File: src/design/cph_params.svh
/*
 Constants for the parallel host port: strap encodings, access timing
 and reset levels. Assumes inclusion by the port package and top module.
*/
`ifndef CPH_PARAMS_SVH
`define CPH_PARAMS_SVH

// ==================
// Straps, sizes, timing and reset value
`define CPH_STYLE_STROBES    1'b0
`define CPH_STYLE_DIRECTION  1'b1
`define CPH_MUX_ON           1'b1
`define CPH_ADDR_W           8
`define CPH_DATA_W           8
`define CPH_ACK_NS           16
`define CPH_CLK_NS           8
`define CPH_ACK_CYC          ((`CPH_ACK_NS + `CPH_CLK_NS - 1) / `CPH_CLK_NS)
// Edges the strap synchroniser needs before it shows the pin
`define CPH_STRAP_CYC        2
`define CPH_MEM_DEPTH        256
`define CPH_DATA_RST         8'h00

`endif

File: src/design/cph_pkg.sv
/*
 Types for the parallel host port. Assumes cph_params.svh is present.
*/
`include "cph_params.svh"
// ==================
// Types
package cph_pkg;
   typedef enum logic [2:0] {
      CPH_IDLE  = 3'b000,
      CPH_READ  = 3'b001,
      CPH_WRITE = 3'b010,
      CPH_ACK   = 3'b011,
      CPH_DONE  = 3'b100
   } cph_state_t;
endpackage : cph_pkg

File: src/design/cph_mem.sv
/*
 Location store behind the host port: 256 bytes, registered read data.
 Assumes one clock shared with the port logic.
*/
`timescale 1ns/1ps
`include "cph_params.svh"

// ==================
// Location store
module cph_mem (
   input  wire logic       mclk,
   input  wire logic       we,
   input  wire logic [7:0] addr,
   input  wire logic [7:0] wdata,
   output logic      [7:0] rdata
);
   logic [7:0] store [0:`CPH_MEM_DEPTH-1];

   always_ff @(posedge mclk) begin
      if (we) begin
         store[addr] <= wdata;
      end
      rdata <= store[addr];
   end
endmodule : cph_mem

File: src/design/cph_host_port.sv
/*
 Pin-level 8-bit host port of the device: two bus styles, multiplexed or
 plain addressing, access handshake and interrupt line. Assumes all host
 pins are asynchronous to mclk; device events arrive on dev_event.
*/
`timescale 1ns/1ps
`include "cph_params.svh"

module cph_host_port (
   input  wire logic       mclk,
   input  wire logic       sys_rst,
   input  wire logic [7:1] host_addr_hi,
   input  wire logic       host_a0_ale,
   input  wire logic [7:0] host_data_in,
   output logic      [7:0] host_data_out,
   output logic            host_data_oe_n,
   input  wire logic       host_sel_n,
   input  wire logic       host_write_or_data_strobe_n,
   input  wire logic       host_read_or_dir,
   input  wire logic       style_strap,
   input  wire logic       mux_strap,
   input  wire logic       dev_event,
   output logic            host_irq,
   output logic            host_done_out,
   output logic            host_done_oe_n
);
   // ==================
   // State
   // All flops of the port outside the location store live in this one record
   typedef struct packed {
      logic [1:0]           s_sel, s_st, s_rd, s_ale, s_style, s_mux;
      logic [7:1]           s_ahi1, s_ahi2;
      logic [7:0]           s_d1, s_d2;
      logic [1:0]           strap_cnt;
      logic                 style, mux, straps_ok;
      logic [7:0]           ale_addr, addr, wdata;
      logic                 mem_we;
      logic [1:0]           wait_cnt;
      cph_pkg::cph_state_t  st;
      logic [7:0]           dout;
      logic                 d_oe_n, irq, done, done_oe_n;
   } cph_state_s_t;

   cph_state_s_t s_reg, s_next;
   logic [7:0]   mem_rdata;

   // ==================
   // Strobe decode
   // Returns {read, write} active for the held bus style
   function automatic logic [1:0] cph_decode(input logic style,
                                             input logic st_n,
                                             input logic rd);
      logic [1:0] r;
      r = 2'b00;
      if (style == `CPH_STYLE_STROBES) begin
         r = {!rd, !st_n};
      end else if (!st_n) begin
         r = {rd, !rd};
      end
      return r;
   endfunction : cph_decode

   // ==================
   // Location store
   cph_mem cph_mem_inst (
      .mclk  (mclk),
      .we    (s_reg.mem_we),
      .addr  (s_reg.addr),
      .wdata (s_reg.wdata),
      .rdata (mem_rdata)
   );

   // ==================
   // Next state
   always_comb begin
      logic [1:0] rw;
      logic       sel_ok;
      logic       ale_now;
      logic [7:0] a_full;
      rw      = 2'b00;
      sel_ok  = 1'b0;
      ale_now = 1'b0;
      a_full  = 8'h00;
      s_next  = s_reg;

      // ==================
      // Pin synchronisers
      // Two stages each; only stage two is read below
      s_next.s_sel   = {s_reg.s_sel[0], host_sel_n};
      s_next.s_st    = {s_reg.s_st[0], host_write_or_data_strobe_n};
      s_next.s_rd    = {s_reg.s_rd[0], host_read_or_dir};
      s_next.s_ale   = {s_reg.s_ale[0], host_a0_ale};
      s_next.s_style = {s_reg.s_style[0], style_strap};
      s_next.s_mux   = {s_reg.s_mux[0], mux_strap};
      s_next.s_ahi1  = host_addr_hi;
      s_next.s_ahi2  = s_reg.s_ahi1;
      s_next.s_d1    = host_data_in;
      s_next.s_d2    = s_reg.s_d1;
      s_next.mem_we  = 1'b0;

      // ==================
      // Strap capture
      // Straps are held once the synchroniser has filled after reset;
      // taking them earlier would see the flops' reset value instead
      if (!s_reg.straps_ok) begin
         if (s_reg.strap_cnt == 2'(`CPH_STRAP_CYC)) begin
            s_next.style     = s_reg.s_style[1];
            s_next.mux       = s_reg.s_mux[1];
            s_next.straps_ok = 1'b1;
         end else begin
            s_next.strap_cnt = s_reg.strap_cnt + 2'h1;
         end
      end

      // ==================
      // Address
      sel_ok = !s_reg.s_sel[1];
      rw     = cph_decode(s_reg.style, s_reg.s_st[1], s_reg.s_rd[1]);
      // Capture the whole address byte while latch enable is high and selected in multiplexed mode
      ale_now = (s_reg.mux == `CPH_MUX_ON) && s_reg.s_ale[1]
                && sel_ok;
      if (ale_now) begin
         s_next.ale_addr = s_reg.s_d2;
      end
      if (s_reg.mux == `CPH_MUX_ON) begin
         a_full = s_reg.ale_addr;
      end else begin
         a_full = {s_reg.s_ahi2, s_reg.s_ale[1]};
      end

      // ==================
      // Access sequencer
      case (s_reg.st)
         cph_pkg::CPH_IDLE: begin
            if (s_reg.straps_ok && sel_ok && rw[1]) begin
               s_next.addr     = a_full;
               s_next.wait_cnt = 2'(`CPH_ACK_CYC);
               s_next.st       = cph_pkg::CPH_READ;
            end else if (s_reg.straps_ok && sel_ok && rw[0]) begin
               s_next.addr     = a_full;
               s_next.st       = cph_pkg::CPH_WRITE;
            end
         end
         cph_pkg::CPH_READ: begin
            // Memory read data is registered; wait before presenting
            if (s_reg.wait_cnt != 2'h0) begin
               s_next.wait_cnt = s_reg.wait_cnt - 2'h1;
            end else begin
               s_next.dout   = mem_rdata;
               s_next.d_oe_n = 1'b0;
               s_next.st     = cph_pkg::CPH_ACK;
            end
         end
         cph_pkg::CPH_WRITE: begin
            // Data taken one cycle after the strobe was seen settled
            s_next.wdata  = s_reg.s_d2;
            s_next.mem_we = 1'b1;
            s_next.st     = cph_pkg::CPH_ACK;
         end
         cph_pkg::CPH_ACK: begin
            s_next.done      = (s_reg.style == `CPH_STYLE_STROBES);
            s_next.done_oe_n = 1'b0;
            s_next.st        = cph_pkg::CPH_DONE;
         end
         cph_pkg::CPH_DONE: begin
            // Held until the host lets go of its strobe or select
            if (!sel_ok || rw == 2'b00) begin
               s_next.d_oe_n    = 1'b1;
               s_next.done_oe_n = 1'b1;
               s_next.st        = cph_pkg::CPH_IDLE;
            end
         end
         default: begin
            s_next.st = cph_pkg::CPH_IDLE;
         end
      endcase

      // ==================
      // Interrupt
      // Level follows the held style; before the straps are held it
      // shows the inactive level of the synchronised style strap.
      // Reset can only load a constant, so the line reads low until
      // then, which is the active level in direction style.
      if (s_reg.straps_ok) begin
         s_next.irq = (s_reg.style == `CPH_STYLE_STROBES)
                      ? dev_event : !dev_event;
      end else begin
         s_next.irq = s_reg.s_style[1];
      end
   end

   // ==================
   // Registers
   always_ff @(posedge mclk or posedge sys_rst) begin
      if (sys_rst) begin
         s_reg           <= '0;
         // Active-low pins idle high; a zero here looks like an access
         s_reg.s_sel     <= 2'b11;
         s_reg.s_st      <= 2'b11;
         s_reg.s_rd      <= 2'b11;
         s_reg.d_oe_n    <= 1'b1;
         s_reg.done_oe_n <= 1'b1;
         s_reg.st        <= cph_pkg::CPH_IDLE;
      end else begin
         s_reg <= s_next;
      end
   end

   // ==================
   // Outputs
   assign host_data_out  = s_reg.dout;
   assign host_data_oe_n = s_reg.d_oe_n;
   assign host_irq       = s_reg.irq;
   assign host_done_out  = s_reg.done;
   assign host_done_oe_n = s_reg.done_oe_n;
endmodule : cph_host_port

File: config.mk
export PLATFORM = sky130hd
export DESIGN_NAME = cph_host_port
export DESIGN_NICKNAME = d
export VERILOG_FILES = /design/src/design/cph_pkg.sv /design/src/design/cph_mem.sv /design/src/design/cph_host_port.sv
export VERILOG_INCLUDE_DIRS = /design/src /design/src/design
export SDC_FILE = /design/constraint.sdc
export NUM_CORES = 2
export LEC_CHECK = 0
export BUFFER_PORTS_ARGS = -buffer_cell sky130_fd_sc_hd__buf_4
export CAP_MARGIN = 20
export CELL_PAD_IN_SITES_DETAIL_PLACEMENT = 1
export CELL_PAD_IN_SITES_GLOBAL_PLACEMENT = 1
export CORE_AREA = 3 3 334 501
export DETAILED_ROUTE_END_ITERATION = 16
export DIE_AREA = 0 0 337 504
export PLACE_DENSITY_LB_ADDON = 0.1
export SLEW_MARGIN = 10
export SYNTH_ARGS = -nofsm -noshare
export SYNTH_HDL_FRONTEND = slang
export SYNTH_SLANG_ARGS = --single-unit
File: constraint.sdc
create_clock -name mclk -period 4.9 [get_ports mclk]
set_input_delay 0.245 -clock mclk [delete_from_list [all_inputs] [get_ports mclk]]
set_output_delay 0.245 -clock mclk [all_outputs]
set_load 0.01 [all_outputs]
==> results.tsv <==
metric	value	unit
core footprint	163700	µm²
Slew Limit Fails	0	
Gate Count Post-Synth	3746	
Cell Area, Synth	81480	µm²
WP data required	5.54	ns
Crit Path Class	reg -> reg	
total number of vias	39030	
cts bufs inserted	197	
ANT nets after route	0	
num rows	182	
I/O pin cnt	36	
element type at the critical path start	flip-flop	
hold_ws	0.08960	ns
dominant cells by area after synthesis	edfxtp_1 (75%), mux4_2 (14%), dfrtp_1 (2.5%), a22oi_1 (2.4%), nor2_1 (1.1%)	
Worst Path Max Fanout	56	
critical path arrival	4.65	ns
flip-flop count of the largest register after layout	2048	
power density over cell area	571.2	nW/µm²
vias in the first global route	42580	
Net Count, Synth	3772	
max-cap violations	0	
GRT Util Overall	0.2554	
die area	169800	µm²
fill count	13670	
setup TNS	0	ns
Top FF cell, synth	edfxtp_1	
Yosys top cell by area	edfxtp_1	
synth-to-layout area growth	12.81	%
number of distinct library cells after synthesis	42	
largest net degree at the start of global routing	209	
flops & latches, synth	2145	
non-filler instance count after layout	6249	
Hold Crit Class	in -> reg	
slew margin rel.	0.2192	
syn_area_per_cell	21.75	µm²
measured slew at the worst slew-check pin	1.171	ns
Post-synth EDFFs	2048	
DPL Wire Length	132.7	mm
share of flip-flops with an asynchronous set or reset	0.04149	
top-area cell type share of the netlist area	0.7548	
clk root buf	clkbuf_16	
RSZ-0062 raised after global routing	no	
drt first-iter violations	3627	
WL final	213.0	mm
H-tree level count	4	
DR pass1 iterations	7	
Residual DRC	0	
post-CTS setup buffer count	0	
clk_lat worst skew	0.82	ns
DR vias/cell	6.245	
outcome	finished clean	
Final period util	0.8182	
gpl congestion	0.8206	
initial antenna violation count	5	
TritonCTS clock tree	built	
Starting Density	0.4977	
share of cells above drive strength 1	0.2656	
Clock transition at path regs	0.06	ns
LEAKAGE	28.29	nW
Avg WL per Cell	34.08	µm
Port Buffer Count	35	
CTS Sinks	2145	
min cycle time layout	4.009	ns
Highest Clock Rate	0.2494	GHz
post-cts resize count	0	
synth warn	0	
Die W	337	µm
post-synthesis sequential area ratio	0.7842	
final setup fails	0	
chip height	504	µm
placed instance count	5854	
CTS Buffer Depth	3	
final hold violations	0	
cts hold-fix bufs	31	
CP endpoint kind	flip-flop	
total congestion overflow	0	
Clock Skew	0.03973	ns
flop2flop setup slack	0.89	ns
IR drop worst, VDD	0.5990	mV
number of nets in the layout	3996	
global-route wire length before repair	308.8	mm
critical path, cell delays in order (launching register included):
cell	delay, ns
dfrtp_4	0.82
buf_12	0.38
buf_4	0.48
mux4_2	0.39
a22oi_1	0.31
a21oi_1	0.17
o41ai_1	0.98
nand4_1	0.21
power breakdown:
| group | switching, mW | total (mW) | internal (mW) |
|---|---|---|---|
| sequential | 0.723 | 23.8 | 23.1 |
| combinational | 8.77 | 13.5 | 4.74 |
| clock | 6.68 | 15.2 | 8.53 |
layout by cell type (no fill, tap or decap), drive strengths merged, types with 26 or more instances in the layout:
cell type    instances
dlygate4sd3         31
nand2               42
buf                240
o41ai               32
a22oi              256
a21oi              129
nor3                32
mux2                26
clkinv              78
mux4               512
clkbuf             253
nor2               235
dfrtp               81
edfxtp            2048
cell type report:
type	instances	area, µm²	area share
Timing Repair Buffer	271	2445	0.02660
Sequential cell	2145	63930	0.6955
Tap cell	2116	2648	0.02880
Clock inverter	107	987.2	0.01074
Clock buffer	253	5400	0.05875
Antenna cell	2	5.005	0.00005445
Inverter	6	25.02	0.0002722
Multi-Input combinational cell	1349	16480	0.1793
stage by stage:
step	util	worst slack [ns]	cell area, µm²	power (mW)
after floorplan	-	0.9164	81480	32.64
after global placement	0.5204	0.8018	85200	37.39
after detailed placement	0.5204	0.8740	85210	37.90
after CTS	0.5613	0.8691	91900	53.08
after global routing	0.5614	0.7776	91920	54.49
final	0.5614	0.8910	91920	52.50
path summary, 6_finish.rpt:
path	from	to	cells past startpoint
min reg2reg	s_next[78]$_DFF_PP0_	s_reg[78]$_DFF_PP0_	0
min in group asynchronous	sys_rst	s_reg[54]$_DFF_PP0_	3
max	s_reg[27]$_DFFE_PP0P_	cph_mem_inst.rdata[3]$_DFF_P_	7
min	host_addr_hi[5]	s_next[67]$_DFF_PP0_	2
max reg2reg	s_reg[27]$_DFFE_PP0P_	cph_mem_inst.rdata[3]$_DFF_P_	7
max in group asynchronous	sys_rst	s_reg[24]$_DFFE_PP0P_	4
kinds of logic (layout without fill, tap and decap cells):
kind of cell             after synthesis  count (layout)  share of synthesized area
AO/OA/AOI/OAI                        440             440                    0.03659
AND/OR/NAND/NOR                      358             358                    0.01843
adder cells (fa/ha/maj)                2               2                  0.0003071
multiplexers                         546             546                     0.1461
buffers and inverters                252             637                    0.01407
XOR/XNOR                               3               3                  0.0003225
flip-flops                          2145            2145                     0.7842
other                                  0               2                          0
cells in the mapped netlist, types with 6 or more instances:
cell type	instances
mux4_2	512
a21oi_1	129
nand2_1	42
nor2b_1	9
nand3_1	13
dfstp_2	8
buf_1	23
dfrtp_1	81
nor2_1	235
nand2b_1	7
inv_1	6
o21ai_0	15
mux2_2	26
nand4_1	8
buf_4	9
o41ai_1	32
a22oi_1	256
mux2i_1	8
buf_2	49
nor3_1	32
edfxtp_1	2048
buf_6	14
clkbuf_1	151
dfxtp_1	8
routing by layer:
| layer | vias up | part of all wire | GRT usage |
|---|---|---|---|
| li1 | 16170 | - | - |
| met1 | 21220 | 0.37 | 0.3208 |
| met2 | 1264 | 0.53 | 0.4472 |
| met3 | 365 | 0.050 | 0.03503 |
| met4 | 0 | 0.046 | 0.1057 |
| met5 | - | 0 | 0 |
Note: power is estimated with default switching activity, not from simulation.
